## config.mk

```make
export PLATFORM = sky130hd
export DESIGN_NAME = wbl_logic_unit
export DESIGN_NICKNAME = d
export VERILOG_FILES = /design/src/hw/wbl_pkg.sv /design/src/hw/wbl_delay_timer.sv /design/src/hw/wbl_logic_unit.sv
export SDC_FILE = /design/constraint.sdc
export NUM_CORES = 2
export LEC_CHECK = 0
export ABC_CLOCK_PERIOD_IN_PS = 6200
export BUFFER_PORTS_ARGS = -buffer_cell sky130_fd_sc_hd__buf_2
export CORE_MARGIN = 2
export CORE_UTILIZATION = 45
export DETAILED_ROUTE_END_ITERATION = 6
export GPL_TIMING_DRIVEN = 0
export MAX_ROUTING_LAYER = met4
export PLACE_DENSITY_LB_ADDON = 0.3
export SYNTH_ARGS = -nofsm -noshare
export SYNTH_HDL_FRONTEND = slang
export SYNTH_SLANG_ARGS = --single-unit
```

## constraint.sdc

```tcl
create_clock -name clk -period 6.2 [get_ports clk]
set_input_delay 0.62 -clock clk [delete_from_list [all_inputs] [get_ports clk]]
set_output_delay 0.62 -clock clk [all_outputs]
set_load 0.005 [all_outputs]
```

## src/hw/wbl_pkg.sv

```systemverilog
// Purpose: shared constants and types of the work bit logic unit
// Assumes: 125 MHz clock, Avalon-MM register access, byte addresses
// Notes: one configuration, source and delay word per work bit
package wbl_pkg;
   localparam int WBL_BITS = 8;
   localparam int WBL_SRC_W = 6;
   localparam int WBL_DLY_W = 14;
   localparam logic [13:0] WBL_DLY_MAX = 14'h270F;
   localparam int WBL_EVENTS = 6;
   localparam int WBL_SRC_CODES = 37;
   // Timebase
   localparam longint WBL_CLK_HZ = 125000000;
   localparam longint WBL_UNIT_S = 1;
   localparam longint WBL_SEC_CYCLES = WBL_UNIT_S * WBL_CLK_HZ;
   localparam int WBL_SEC_PER_MIN = 60;
   // Operation types
   localparam logic [2:0] WBL_OP_NONE = 3'h0;
   localparam logic [2:0] WBL_OP_AB_OR_CD = 3'h1;
   localparam logic [2:0] WBL_OP_AC_AND_BD = 3'h2;
   localparam logic [2:0] WBL_OP_ANY = 3'h3;
   localparam logic [2:0] WBL_OP_ALL = 3'h4;
   // Source codes
   localparam logic [5:0] WBL_SRC_OFF = 6'h00;
   localparam logic [5:0] WBL_SRC_ON = 6'h01;
   localparam logic [5:0] WBL_SRC_PWRUP = 6'h02;
   localparam logic [5:0] WBL_SRC_EVT1 = 6'h03;
   localparam logic [5:0] WBL_SRC_WB1 = 6'h1D;
   localparam logic [5:0] WBL_SRC_LAST = 6'h24;
   // Register map, byte addresses
   localparam logic [7:0] WBL_CFG_BASE = 8'h00;
   localparam logic [7:0] WBL_SRC_BASE = 8'h20;
   localparam logic [7:0] WBL_DLY_BASE = 8'h40;
   localparam logic [7:0] WBL_STATUS = 8'h60;
   // Configuration word fields
   localparam int WBL_CFG_OP_LSB = 0;
   localparam int WBL_CFG_OUT_NC = 4;
   localparam int WBL_CFG_IN_NC_LSB = 8;
   localparam int WBL_CFG_MINUTES = 12;
   // Source word fields, input A..D at 8 bit steps
   localparam int WBL_SRC_STEP = 8;
   // Delay word fields
   localparam int WBL_DLY_ON_LSB = 0;
   localparam int WBL_DLY_OFF_LSB = 16;
   // Status word fields
   localparam int WBL_ST_BITS_LSB = 0;
   localparam int WBL_ST_IN_USE = 8;
   localparam int WBL_ST_ADJ_LSB = 16;
   // Reset values
   localparam logic [31:0] WBL_CFG_RST = 32'h0000_0000;
   localparam logic [31:0] WBL_SRC_RST = 32'h0000_0000;
   localparam logic [31:0] WBL_DLY_RST = 32'h0000_0000;

   typedef struct packed {
      logic [3:0] alarm;
      logic heat_out;
      logic cool_out;
      logic input_error;
      logic remote_setpoint_error;
      logic heater_burnout_alarm;
      logic heater_short_alarm;
      logic auto_manual;
      logic run_stop;
      logic remote_setpoint;
      logic program_start;
      logic autotune;
      logic setpoint_ramp;
      logic [2:0] multi_setpoint_select;
      logic program_end;
   } wbl_status_t;

   typedef struct packed {
      logic [2:0] op;
      logic out_nc;
      logic [3:0] in_nc;
      logic minutes;
   } wbl_cfg_t;
endpackage

```

## src/hw/wbl_delay_timer.sv

```systemverilog
// Purpose: ON/OFF delay and output flop of one work bit
// Assumes: eval and unit_tick are one-cycle pulses
// Notes: output changes only on an evaluation pulse, or clears on hold_off
`timescale 1ns/10ps
module wbl_delay_timer
   import wbl_pkg::*;
#(
   parameter int DW = WBL_DLY_W
) (
   input wire logic clk,
   input wire logic rst_n,
   input wire logic ce,
   input wire logic eval,
   input wire logic unit_tick,
   input wire logic hold_off,
   input wire logic res,
   input wire logic [DW-1:0] on_dly,
   input wire logic [DW-1:0] off_dly,
   output logic work_bit
);
   typedef enum logic [2:0] {
      WBL_ST_IDLE = 3'b001,
      WBL_ST_WAIT_ON = 3'b010,
      WBL_ST_WAIT_OFF = 3'b100
   } wbl_tmr_state_t;

   wbl_tmr_state_t st;
   logic [DW-1:0] cnt;
   logic [DW-1:0] target;

   assign target = res ? on_dly : off_dly;

   always_ff @(posedge clk or negedge rst_n) begin
      if (!rst_n) begin
         st <= WBL_ST_IDLE;
         cnt <= '0;
         work_bit <= 1'b0;
      end else if (ce) begin
         if (hold_off) begin
            st <= WBL_ST_IDLE;
            cnt <= '0;
            work_bit <= 1'b0;
         end else if (eval) begin
            if (res == work_bit) begin
               st <= WBL_ST_IDLE;
               cnt <= '0;
            end else if (cnt >= target) begin
               work_bit <= res;
               st <= WBL_ST_IDLE;
               cnt <= '0;
            end else begin
               st <= res ? WBL_ST_WAIT_ON : WBL_ST_WAIT_OFF;
               // Unit tick in an evaluation cycle counts unless the timer was idle
               if (unit_tick && st != WBL_ST_IDLE && cnt != {DW{1'b1}}) begin
                  cnt <= cnt + 1'b1;
               end
            end
         end else if (unit_tick) begin
            case (st)
               WBL_ST_WAIT_ON, WBL_ST_WAIT_OFF: begin
                  if (cnt != {DW{1'b1}}) begin
                     cnt <= cnt + 1'b1;
                  end
               end
               WBL_ST_IDLE: begin
                  cnt <= '0;
               end
               default: begin
                  st <= WBL_ST_IDLE;
               end
            endcase
         end
      end
   end

   a_hold_off_low: assert property (@(posedge clk) disable iff (!rst_n)
      ce && hold_off |=> !work_bit) else $error("work bit not held off");
   a_zero_on_dly: assert property (@(posedge clk) disable iff (!rst_n)
      ce && eval && !hold_off && res && !work_bit && on_dly == '0 |=> work_bit)
      else $error("zero ON delay not immediate");
   a_on_not_early: assert property (@(posedge clk) disable iff (!rst_n)
      $rose(work_bit) |-> $past(cnt) >= $past(on_dly))
      else $error("work bit turned on before ON delay");
   a_off_not_early: assert property (@(posedge clk) disable iff (!rst_n)
      $fell(work_bit) && !$past(hold_off) |-> $past(cnt) >= $past(off_dly))
      else $error("work bit turned off before OFF delay");
   a_cancel_idle: assert property (@(posedge clk) disable iff (!rst_n)
      ce && eval && !hold_off && res == work_bit |=> st == WBL_ST_IDLE && cnt == '0
      && $stable(work_bit)) else $error("pending delay not cancelled");
endmodule

```

## src/hw/wbl_logic_unit.sv

```systemverilog
// Purpose: eight configurable work bits with ON/OFF delays
// Assumes: cycle_tick marks one control cycle; Avalon-MM slave
// Notes: readdata and waitrequest are registered
//
// Local design decisions: the register addresses and the Avalon-MM slave port.
`timescale 1ns/10ps
module wbl_logic_unit
   import wbl_pkg::*;
#(
   parameter int NBITS = WBL_BITS,
   parameter int EVENTS = WBL_EVENTS,
   parameter longint SEC_CYCLES = WBL_SEC_CYCLES
) (
   input wire logic clk,
   input wire logic rst_n,
   input wire logic ce,
   input wire logic cycle_tick,
   input wire logic [WBL_EVENTS-1:0] event_in,
   input wire wbl_status_t status,
   input wire logic [7:0] address,
   input wire logic read,
   input wire logic write,
   input wire logic [3:0] byteenable,
   input wire logic [31:0] writedata,
   output logic [31:0] readdata,
   output logic waitrequest,
   output logic [NBITS-1:0] work_bit,
   output logic logic_in_use,
   output logic [NBITS-1:0] delay_adjustable
);
   wbl_cfg_t cfg [NBITS];
   logic [WBL_SRC_W-1:0] src_sel [NBITS][4];
   logic [WBL_DLY_W-1:0] on_dly [NBITS];
   logic [WBL_DLY_W-1:0] off_dly [NBITS];
   logic [WBL_SRC_CODES-1:0] src_vec;
   logic [NBITS-1:0] comb_res;
   logic [NBITS-1:0] op_none;
   logic [NBITS-1:0] unit_tick;
   logic power_pulse;
   logic [31:0] sec_cnt;
   logic [5:0] min_cnt;
   logic sec_tick;
   logic min_tick;
   logic [31:0] wmask;
   logic [2:0] widx;
   logic acc;
   logic [31:0] next_readdata;

   // One-cycle pulse after power-up
   always_ff @(posedge clk or negedge rst_n) begin
      if (!rst_n) begin
         power_pulse <= 1'b1;
      end else if (ce && cycle_tick) begin
         power_pulse <= 1'b0;
      end
   end

   // Second and minute ticks
   always_ff @(posedge clk or negedge rst_n) begin
      if (!rst_n) begin
         sec_cnt <= '0;
         min_cnt <= '0;
         sec_tick <= 1'b0;
         min_tick <= 1'b0;
      end else if (ce) begin
         sec_tick <= 1'b0;
         min_tick <= 1'b0;
         if (sec_cnt >= 32'(SEC_CYCLES - 1)) begin
            sec_cnt <= '0;
            sec_tick <= 1'b1;
            if (min_cnt >= 6'(WBL_SEC_PER_MIN - 1)) begin
               min_cnt <= '0;
               min_tick <= 1'b1;
            end else begin
               min_cnt <= min_cnt + 6'h01;
            end
         end else begin
            sec_cnt <= sec_cnt + 32'h0000_0001;
         end
      end
   end

   // Source vector indexed by source code
   always_comb begin
      src_vec = '0;
      src_vec[WBL_SRC_OFF] = 1'b0;
      src_vec[WBL_SRC_ON] = 1'b1;
      src_vec[WBL_SRC_PWRUP] = power_pulse;
      for (int e = 0; e < WBL_EVENTS; e++) begin
         src_vec[int'(WBL_SRC_EVT1) + e] = (e < EVENTS) ? event_in[e] : 1'b0;
      end
      src_vec[12:9] = status.alarm;
      src_vec[13] = status.heat_out;
      src_vec[14] = status.cool_out;
      src_vec[15] = status.input_error;
      src_vec[16] = status.remote_setpoint_error;
      src_vec[17] = status.heater_burnout_alarm;
      src_vec[18] = status.heater_short_alarm;
      src_vec[19] = status.auto_manual;
      src_vec[20] = status.run_stop;
      src_vec[21] = status.remote_setpoint;
      src_vec[22] = status.program_start;
      src_vec[23] = status.autotune;
      src_vec[24] = status.setpoint_ramp;
      src_vec[27:25] = status.multi_setpoint_select;
      src_vec[28] = status.program_end;
      for (int w = 0; w < WBL_BITS; w++) begin
         src_vec[int'(WBL_SRC_WB1) + w] = (w < NBITS) ? work_bit[w] : 1'b0;
      end
   end

   genvar g;
   generate
      for (g = 0; g < NBITS; g++) begin : gen_bit
         logic [3:0] cond;
         logic raw;
         always_comb begin
            for (int k = 0; k < 4; k++) begin
               cond[k] = (src_sel[g][k] <= WBL_SRC_LAST) ?
                  src_vec[src_sel[g][k]] ^ cfg[g].in_nc[k] : cfg[g].in_nc[k];
            end
            case (cfg[g].op)
               WBL_OP_AB_OR_CD: raw = (cond[0] & cond[1]) | (cond[2] & cond[3]);
               WBL_OP_AC_AND_BD: raw = (cond[0] | cond[2]) & (cond[1] | cond[3]);
               WBL_OP_ANY: raw = |cond;
               WBL_OP_ALL: raw = &cond;
               default: raw = 1'b0;
            endcase
         end
         assign op_none[g] = (cfg[g].op == WBL_OP_NONE);
         assign comb_res[g] = raw ^ cfg[g].out_nc;
         assign unit_tick[g] = cfg[g].minutes ? min_tick : sec_tick;

         wbl_delay_timer #(
            .DW(WBL_DLY_W)
         ) u_tmr (
            .clk(clk),
            .rst_n(rst_n),
            .ce(ce),
            .eval(cycle_tick),
            .unit_tick(unit_tick[g]),
            .hold_off(op_none[g]),
            .res(comb_res[g]),
            .on_dly(on_dly[g]),
            .off_dly(off_dly[g]),
            .work_bit(work_bit[g])
         );

         a_op_or: assert property (@(posedge clk) disable iff (!rst_n)
            cfg[g].op == WBL_OP_ANY |-> comb_res[g] == ((|cond) ^ cfg[g].out_nc))
            else $error("OR form wrong");
         a_op_and: assert property (@(posedge clk) disable iff (!rst_n)
            cfg[g].op == WBL_OP_ALL && !cfg[g].out_nc |-> comb_res[g] == (&cond))
            else $error("AND form wrong");
         a_op_sum: assert property (@(posedge clk) disable iff (!rst_n)
            cfg[g].op == WBL_OP_AB_OR_CD && !cfg[g].out_nc && cond == 4'h3 |-> comb_res[g])
            else $error("type 1 form wrong");
         a_op_prod: assert property (@(posedge clk) disable iff (!rst_n)
            cfg[g].op == WBL_OP_AC_AND_BD && !cfg[g].out_nc && cond == 4'h3 |-> comb_res[g])
            else $error("type 2 form wrong");
      end
   endgenerate

   // Indicators
   always_ff @(posedge clk or negedge rst_n) begin
      if (!rst_n) begin
         logic_in_use <= 1'b0;
         delay_adjustable <= '0;
      end else if (ce) begin
         logic_in_use <= ~&op_none;
         delay_adjustable <= ~op_none;
      end
   end

   // Bus decode
   assign widx = address[4:2];
   assign acc = (read || write) && waitrequest;
   always_comb begin
      for (int b = 0; b < 4; b++) begin
         wmask[8*b +: 8] = {8{byteenable[b]}};
      end
   end

   // Configuration writes, taken when waitrequest is low
   always_ff @(posedge clk or negedge rst_n) begin
      if (!rst_n) begin
         for (int i = 0; i < NBITS; i++) begin
            cfg[i] <= WBL_CFG_RST[8:0];
            for (int k = 0; k < 4; k++) begin
               src_sel[i][k] <= WBL_SRC_RST[5:0];
            end
            on_dly[i] <= WBL_DLY_RST[13:0];
            off_dly[i] <= WBL_DLY_RST[29:16];
         end
      end else if (ce && write && !waitrequest && 32'(widx) < NBITS) begin
         logic [31:0] cur;
         logic [31:0] nw;
         cur = '0;
         nw = '0;
         case (address & 8'hE3)
            WBL_CFG_BASE: begin
               cur = {19'h0, cfg[widx].minutes, cfg[widx].in_nc, 3'h0,
                  cfg[widx].out_nc, 1'b0, cfg[widx].op};
               nw = (cur & ~wmask) | (writedata & wmask);
               cfg[widx].op <= nw[WBL_CFG_OP_LSB +: 3];
               cfg[widx].out_nc <= nw[WBL_CFG_OUT_NC];
               cfg[widx].in_nc <= nw[WBL_CFG_IN_NC_LSB +: 4];
               cfg[widx].minutes <= nw[WBL_CFG_MINUTES];
            end
            WBL_SRC_BASE: begin
               for (int k = 0; k < 4; k++) begin
                  if (byteenable[k]) begin
                     src_sel[widx][k] <= writedata[WBL_SRC_STEP*k +: WBL_SRC_W];
                  end
               end
            end
            WBL_DLY_BASE: begin
               if (!op_none[widx]) begin
                  cur = {2'h0, off_dly[widx], 2'h0, on_dly[widx]};
                  nw = (cur & ~wmask) | (writedata & wmask);
                  on_dly[widx] <= (nw[13:0] > WBL_DLY_MAX) ? WBL_DLY_MAX : nw[13:0];
                  off_dly[widx] <= (nw[29:16] > WBL_DLY_MAX) ? WBL_DLY_MAX : nw[29:16];
               end
            end
            default: begin
            end
         endcase
      end
   end

   // Read mux
   always_comb begin
      next_readdata = 32'h0000_0000;
      if (address == WBL_STATUS) begin
         next_readdata[WBL_ST_BITS_LSB +: WBL_BITS] = 8'(work_bit);
         next_readdata[WBL_ST_IN_USE] = logic_in_use;
         next_readdata[WBL_ST_ADJ_LSB +: WBL_BITS] = 8'(delay_adjustable);
      end else if (32'(widx) < NBITS) begin
         case (address & 8'hE3)
            WBL_CFG_BASE: next_readdata = {19'h0, cfg[widx].minutes, cfg[widx].in_nc,
               3'h0, cfg[widx].out_nc, 1'b0, cfg[widx].op};
            WBL_SRC_BASE: next_readdata = {2'h0, src_sel[widx][3], 2'h0, src_sel[widx][2],
               2'h0, src_sel[widx][1], 2'h0, src_sel[widx][0]};
            WBL_DLY_BASE: next_readdata = {2'h0, off_dly[widx], 2'h0, on_dly[widx]};
            default: next_readdata = 32'h0000_0000;
         endcase
      end
   end

   // One wait state per access
   always_ff @(posedge clk or negedge rst_n) begin
      if (!rst_n) begin
         waitrequest <= 1'b1;
         readdata <= 32'h0000_0000;
      end else if (ce) begin
         if (acc) begin
            waitrequest <= 1'b0;
            if (read) begin
               readdata <= next_readdata;
            end
         end else begin
            waitrequest <= 1'b1;
         end
      end
   end

   a_bus_answer: assert property (@(posedge clk) disable iff (!rst_n)
      ce && acc |=> !waitrequest) else $error("bus access not answered");
   a_in_use_flag: assert property (@(posedge clk) disable iff (!rst_n)
      ce && !(&op_none) |=> logic_in_use) else $error("in-use indicator missing");
   a_pwr_pulse_once: assert property (@(posedge clk) disable iff (!rst_n)
      ce && cycle_tick |=> !power_pulse [*2]) else $error("power-up pulse repeated");
   a_delay_locked: assert property (@(posedge clk) disable iff (!rst_n)
      op_none[0] |=> $stable(on_dly[0]) && $stable(off_dly[0]))
      else $error("delay changed with no operation");
endmodule

```

== Yosys cells after proc, flatten, opt, wreduce, memory -nomap -nowiden ==
Cells that the tools add are included.
Word-level totals
  bits in registers: 715
  latch bits: 0
  bits in writable memories: 0
  ROM bits: 0
  bits of input ports: 76
  memories: 0
Cells by class
  $add $sub $neg: 10
  multiply operators: 0
  divide/modulo/power cells: 0
  magnitude comparators: 79
  equal/unequal tests: 115
  shifts and indexed selects: 0
  muxes and demuxes: 337
  bitwise gates (word level): 97
  reduce and logical (&&, ||, !) cells: 127
Operators by type and width (count)
  $mux 192: 10
  $mux 14: 71
  $bwmux 192: 4
  $bwmux 72: 4
  $demux 24 s3: 4
  $bwmux 112: 2
  $lt 6x7->1 const B: 32
  $pmux 14 s2: 8
  $bmux 1 s6: 32
  $le 6x6->1 const B: 32
  $mux 3: 56
  $add 14x1->14 const B: 8
  $ge 14x14->1: 8
  $ne 14x14->1 const B: 8
  $mux 1: 110
  $demux 9 s3: 4
  $pmux 30 s3: 1
  $bmux 14 s3: 2
  $bmux 24 s3: 1
  $eq 3x2->1 const B: 24
  $mux 24: 3
  $reduce_and 4->1: 16
  $and 30x30->30: 2
  $eq 3x1->1 const B: 16
  54 further kinds: 307

== Logic depth before layout (Yosys ltp) ==
  word-level depth: 19
  gate-level depth with buffers: 30
  mapped depth without buffers: 24

== By module ==
From an unflattened synthesis, not the netlist that was laid out.
Second synthesis, totals
  cell total of the unflattened synthesis: 4860
  area, all modules: 49974.2 um^2
Modules (own cells, without submodules)
  wbl_logic_unit: times used 1, cells each 3442, area an instance 37019.3 um^2, sequential area each 14191.1 um^2
  wbl_delay_timer at gen_bit[1].u_tmr ...: times used 7, cells each 178, area an instance 1629.1 um^2, sequential area each 451.7 um^2
  wbl_delay_timer at gen_bit[0].u_tmr: times used 1, cells each 172, area an instance 1551.5 um^2, sequential area each 451.7 um^2

== Worst setup path after synthesis ==
No wires, ideal clock.
  kind: input port to flip-flop
  from: input event_in[4]
  to: register gen_bit[6].u_tmr.cnt[10]
  library setup time: 0.121 ns
  arrival time: 6.816 ns
  required time: 6.079 ns
  setup slack: -0.737 ns
  cell stages on the path: 26
  path buffers: 3
  cells stage by stage: mux4_2 a21o_1 o221a_2 or4_1 and2_1 o41a_1 nand3_1 nor4b_1 buf_2 buf_1 mux2i_1 ha_1 a21o_1 a21oi_1 o221ai_1 a21o_1 a21o_1 a2111oi_0 o21bai_1 a21oi_1 nor4b_1 mux2i_2 o211a_4 nor2b_4 buf_4 a22o_1
On the way
  longest elaborated chain between the ends: 14
  elaborated cells on any way between the ends: 35
Ends and longest elaborated chain
  start: declaration: line wbl_logic_unit.sv:18  | input wire logic [WBL_EVENTS-1:0] event_in,
  $bmux 1 s6: line wbl_logic_unit.sv:120  | src_vec[src_sel[g][k]] ^ cfg[g].in_nc[k] : cfg[g].in_nc[k];
  $mux 1 (not written as such): line wbl_logic_unit.sv:120
  $xor 1x1->1: line wbl_logic_unit.sv:120
  $mux 1: line wbl_logic_unit.sv:119  | cond[k] = (src_sel[g][k] <= WBL_SRC_LAST) ?
  $or 1x1->1 or $and 1x1->1 (tied branches): line wbl_logic_unit.sv:124, wbl_logic_unit.sv:123
  $and 1x1->1 or $or 1x1->1 (tied branches): line wbl_logic_unit.sv:124, wbl_logic_unit.sv:123
  $pmux 1 s4 (*): line wbl_logic_unit.sv:122  | case (cfg[g].op)
  $xor 1x1->1 (*): line wbl_logic_unit.sv:131  | assign comb_res[g] = raw ^ cfg[g].out_nc;
  $mux 14: line wbl_delay_timer.sv:31  | assign target = res ? on_dly : off_dly;
  $ge 14x14->1: line wbl_delay_timer.sv:47  | end else if (cnt >= target) begin
  $mux 14: line wbl_delay_timer.sv:47
  $mux 14: line wbl_delay_timer.sv:44  | if (res == work_bit) begin
  $mux 14: line wbl_delay_timer.sv:43  | end else if (eval) begin
  $mux 14: line wbl_delay_timer.sv:39  | if (hold_off) begin
  end signal: assignment: line wbl_delay_timer.sv:55  | cnt <= cnt + 1'b1;
  end signal: assignment: line wbl_delay_timer.sv:62  | cnt <= cnt + 1'b1;
  end: declaration: line wbl_delay_timer.sv:28  | logic [DW-1:0] cnt;
Mark *: on every way between the ends. The rest lies on a longest branch, timed or not. The select of a mux whose other input is x is not followed.
A chain may end at the register's enable or synchronous reset.

== Worst setup path in the final report ==
  from: register gen_bit[0].u_tmr.work_bit
  to: register gen_bit[6].u_tmr.cnt[7]
On the way
  longest elaborated chain between the ends: 14
  elaborated cells on any way between the ends: 35
Ends and longest elaborated chain
  start: declaration: line wbl_delay_timer.sv:19  | output logic work_bit
  start signal: assignment: line wbl_delay_timer.sv:48  | work_bit <= res;
  $bmux 1 s6: line wbl_logic_unit.sv:120
  $mux 1 (not written as such): line wbl_logic_unit.sv:120
  $xor 1x1->1: line wbl_logic_unit.sv:120
  $mux 1: line wbl_logic_unit.sv:119
  $or 1x1->1 or $and 1x1->1 (tied branches): line wbl_logic_unit.sv:124, wbl_logic_unit.sv:123
  $and 1x1->1 or $or 1x1->1 (tied branches): line wbl_logic_unit.sv:124, wbl_logic_unit.sv:123
  $pmux 1 s4 (*): line wbl_logic_unit.sv:122
  $xor 1x1->1 (*): line wbl_logic_unit.sv:131
  $mux 14: line wbl_delay_timer.sv:31
  $ge 14x14->1: line wbl_delay_timer.sv:47
  $mux 14: line wbl_delay_timer.sv:47
  $mux 14: line wbl_delay_timer.sv:44
  $mux 14: line wbl_delay_timer.sv:43
  $mux 14: line wbl_delay_timer.sv:39
Marks and branches as above.

==> impl_metrics.csv <==
group,metric,value,unit
status,status,"finished with violations",
status,violations,"DRC, capacitance limit, slew limit, setup timing",
floorplanning,rows,121,
sta,tns,-53160,ps
drt,wl_per_cell,37.7,um
drt,totalWireLength,260000,um
power_and_ir_drop,power_switching_share,28.6,%
logic_synthesis,synth_area_leaders,"dfrtp_1 36%, mux4_2 12%, mux2_2 6.1%",
worst_setup_path,cp.arrival,7660,ps
floorplanning,initial_utilization,45.4,%
global_route,overflow,0,
sta,clock_skew,23.7,ps
floorplanning,die-area,112000,um^2
logic_synthesis,syn_area_per_cell,9.89,um^2
finish,n_fill_cell,9702,
logic_synthesis,synth-edff-count,0,
clocking,clk_latency,700,ps
clocking,cts_tree,"yes",
hold_path,hold_path.class,"in2reg",
clocking,cts_sinks,711,
global_route,grt_pass1_vias,45500,
flow_run,cap_viol_max_count,2,
power_and_ir_drop,p_leak,25.3,nW
place,portBuffers,106,
worst_setup_path,path_max_fanout,7,
sta,hold_slack,207,ps
sta,tightest_slew,1620,ps
power_and_ir_drop,power.share.sequential,41.4,%
floorplanning,die_x,335,um
global_route,grt_antenna_before_repair,20,
place,place.gp.congestion,1.10,
logic_synthesis,ys.flop_type,"dfrtp_1",
sta,hold_viol,0,
logic_synthesis,synth_top_area_share,35.5,%
worst_setup_path,end_kind,"flip-flop",
logic_synthesis,yosys_warnings,0,
power_and_ir_drop,pwr-share-comb,11.4,%
logic_synthesis,yosysTopAreaCell,"dfrtp_1",
logic_synthesis,synth_commonest_cells,"729 x nand2_1, 701 x dfrtp_1, 363 x o21ai_0",
global_route,grt_pass1_wl,359000,um
sta,fmax,141,MHz
sta,setup_ws,-880,ps
logic_synthesis,netlist_area,49400,um^2
finish,fin_nets,5590,
finish,multi_input_area,31600,um^2
logic_synthesis,ys_ff_latch,711,
logic_synthesis,syn_inst,4994,
power_and_ir_drop,switchingPower,3.29,mW
worst_setup_path,worstPathRequired,6780,ps
sta,drv_slew,11,
drt,vias_per_cell,7.01,
worst_setup_path,cp-start-kind,"flip-flop",
finish,final_cells,6891,
clocking,htreeDepth,3,
sta,relSlewSlack,-7.92,%
drt,drc,1,
global_route,grt_max_degree,120,
sta,setup_viol,146,
clocking,cts-root-buf,"clkbuf_16",
sta,rsz0062_at_grt,"yes",
logic_synthesis,yosysSeqAreaShare,36.1,%
logic_synthesis,yosysMostFrequentCell,"nand2_1",
finish,drive_gt1_share,27.7,%
floorplanning,coreArea,109000,um^2
global_route,gr-usage-all-layers,46.9,%
power_and_ir_drop,clkPwrFrac,47.2,%
sta,fin_crit_sh,114,%
place,dpl.cell_count,6535,
power_and_ir_drop,power.density,193,nW/um^2
drt,final_antenna_net_count,0,
finish,regArea,17800,um^2
clocking,clk_pin_slew,60,ps
sta,period_needed,7080,ps
logic_synthesis,ys_types,114,
drt,first_iter_violations,6821,
power_and_ir_drop,cell_internal_pwr,8.22,mW
clocking,numCtsBuffers,84,
floorplanning,dieHeight,335,um
clocking,clock_path_buffers,3,
power_and_ir_drop,max-vdd-ir-drop,0.000193,V
place,dp_hpwl,188000,um
worst_setup_path,critPathKind,"reg2reg",
finish,area_growth,21.0,%
floorplanning,io_pins,126,
drt,drt_pass1_iterations,7,
logic_synthesis,synth_async_sr_flop_share,100,%
drt,vias,48300,
==> path summary, 6_finish.rpt <==
path	start	end	slack, ps	cells past startpoint
worst min-delay path	read	waitrequest	210	3
worst max-delay path	gen_bit[0].u_tmr.work_bit	gen_bit[6].u_tmr.cnt[7]	-880	27
worst max register to register	gen_bit[0].u_tmr.work_bit	gen_bit[6].u_tmr.cnt[7]	-880	27
worst min register to register	readdata[23]	readdata[23]	480	2
max in group asynchronous	rst_n	on_dly[75]	3910	4
min in group asynchronous	rst_n	src_sel[57]	560	2
==> stage by stage <==
| step | cell area [um^2] | utilization (%) | setup slack [ps] | total power, mW |
|---|---|---|---|---|
| global placement | 51800 | 47.6 | -11630 | 5.98 |
| global route | 59700 | 54.9 | -904 | 11.7 |
| finish | 59800 | 54.9 | -880 | 11.5 |
| floorplan | 49500 | - | 5.39 | 5.35 |
| CTS | 59000 | 54.2 | -808 | 11.4 |
| detailed placement | 52200 | 47.9 | -3580 | 6.00 |
==> repair_timing <==
item / 4_1_cts / 5_1_grt
gates cloned: 10 / 1
buffers inserted: 164 / 34
endpoints found under the hold margin: 22 / 0
gates resized for setup: 632 / 131
hold buffers: 1 / 0
endpoints found under the setup margin: 146 / 200
pin swaps: 183 / 113
==> registers in the layout, summed over array words and instances, names as in the netlist, 6 cells and up <==
| register | flops |
|---|---|
| sec_cnt | 32 |
| src_sel | 192 |
| gen_bit.u_tmr.work_bit | 8 |
| cfg | 72 |
| gen_bit.u_tmr.cnt | 112 |
| delay_adjustable | 8 |
| off_dly | 112 |
| readdata | 28 |
| min_cnt | 6 |
| gen_bit.u_tmr.st | 24 |
| on_dly | 112 |
==> area by class of cell <==
class / count / share of cell area [%]
diodes: 16 / 0.0670
plain buffers: 412 / 4.18
clock buffers: 124 / 4.18
clock inverters: 31 / 0.762
inverters: 89 / 0.572
multi-input cells: 3769 / 52.9
flip-flops and latches: 711 / 29.8
well taps: 1414 / 2.96
repair buffers: 325 / 4.57
==> power groups by stage <==
| stage | Clock, mW | Combinational (mW) | Sequential [mW] |
|---|---|---|---|
| finish | 5.44 | 1.31 | 4.76 |
| detailed placement | 0 | 1.16 | 4.84 |
| CTS | 5.44 | 1.24 | 4.76 |
| floorplan | 0 | 0.538 | 4.82 |
| global placement | 0 | 1.13 | 4.84 |
| global route | 5.62 | 1.32 | 4.76 |
==> cell usage in the layout (no fill, tap or decap), types with 24 or more instances in the layout <==
master,count
a21o_1,70
a21oi_1,106
a21oi_2,24
a221oi_1,34
a22o_1,97
a22oi_1,143
a31oi_1,41
and2_1,26
and3_1,61
buf_12,26
buf_2,135
buf_4,170
buf_6,77
clkbuf_1,218
clkbuf_16,93
clkbuf_2,57
clkbuf_8,27
dfrtp_1,688
ha_1,108
inv_1,86
mux2_2,258
mux2i_1,222
mux2i_4,34
mux4_2,258
nand2_1,724
nand2b_1,43
nand3_1,85
nand3b_1,24
nand4_1,56
nor2_1,246
nor2b_1,87
nor3_1,34
o21ai_0,325
o21ai_1,48
==> critical path: stages, from the launching register on <==
cell and delay [ps]:
dfrtp_4 590, buf_12 180, clkbuf_16 160, mux4_2 470
mux2i_1 150, o22a_1 140, nand4_1 300, xor2_2 290
buf_4 170, a221o_1 430, a2111oi_4 430, nor4b_4 100
buf_12 160, buf_12 150, buf_4 150, mux2i_1 530
ha_1 350, a21o_1 180, a21o_1 210, a2111oi_4 310
o21bai_2 140, a21oi_4 210, nor4b_4 250, mux2i_2 130
o211a_4 260, nor2b_4 150, buf_6 130, a22o_1 200
==> kinds of logic (layout without fill, tap and decap cells) <==
logic type | count (synthesis) | after routing | share of synthesized area [%]
AO/OA/AOI/OAI | 1209 | 1209 | 16.7
XOR/XNOR | 55 | 55 | 1.08
adder cells (fa/ha/maj) | 123 | 123 | 3.11
buffers and inverters | 517 | 981 | 4.31
flip-flops | 711 | 711 | 36.1
multiplexers | 800 | 800 | 23.6
other | 1 | 20 | 0.00759
AND/OR/NAND/NOR | 1578 | 1578 | 15.2
==> layer usage <==
layer  vias up  routed length (um)  GRT usage, %
met4         0               27600          36.9
li1      19500                   -             -
met5         -                   0             -
met1     24200               93900          55.8
met3      1117               28900          12.7
met2      3455              109000          67.0
Note: power is estimated with default switching activity, not from simulation.
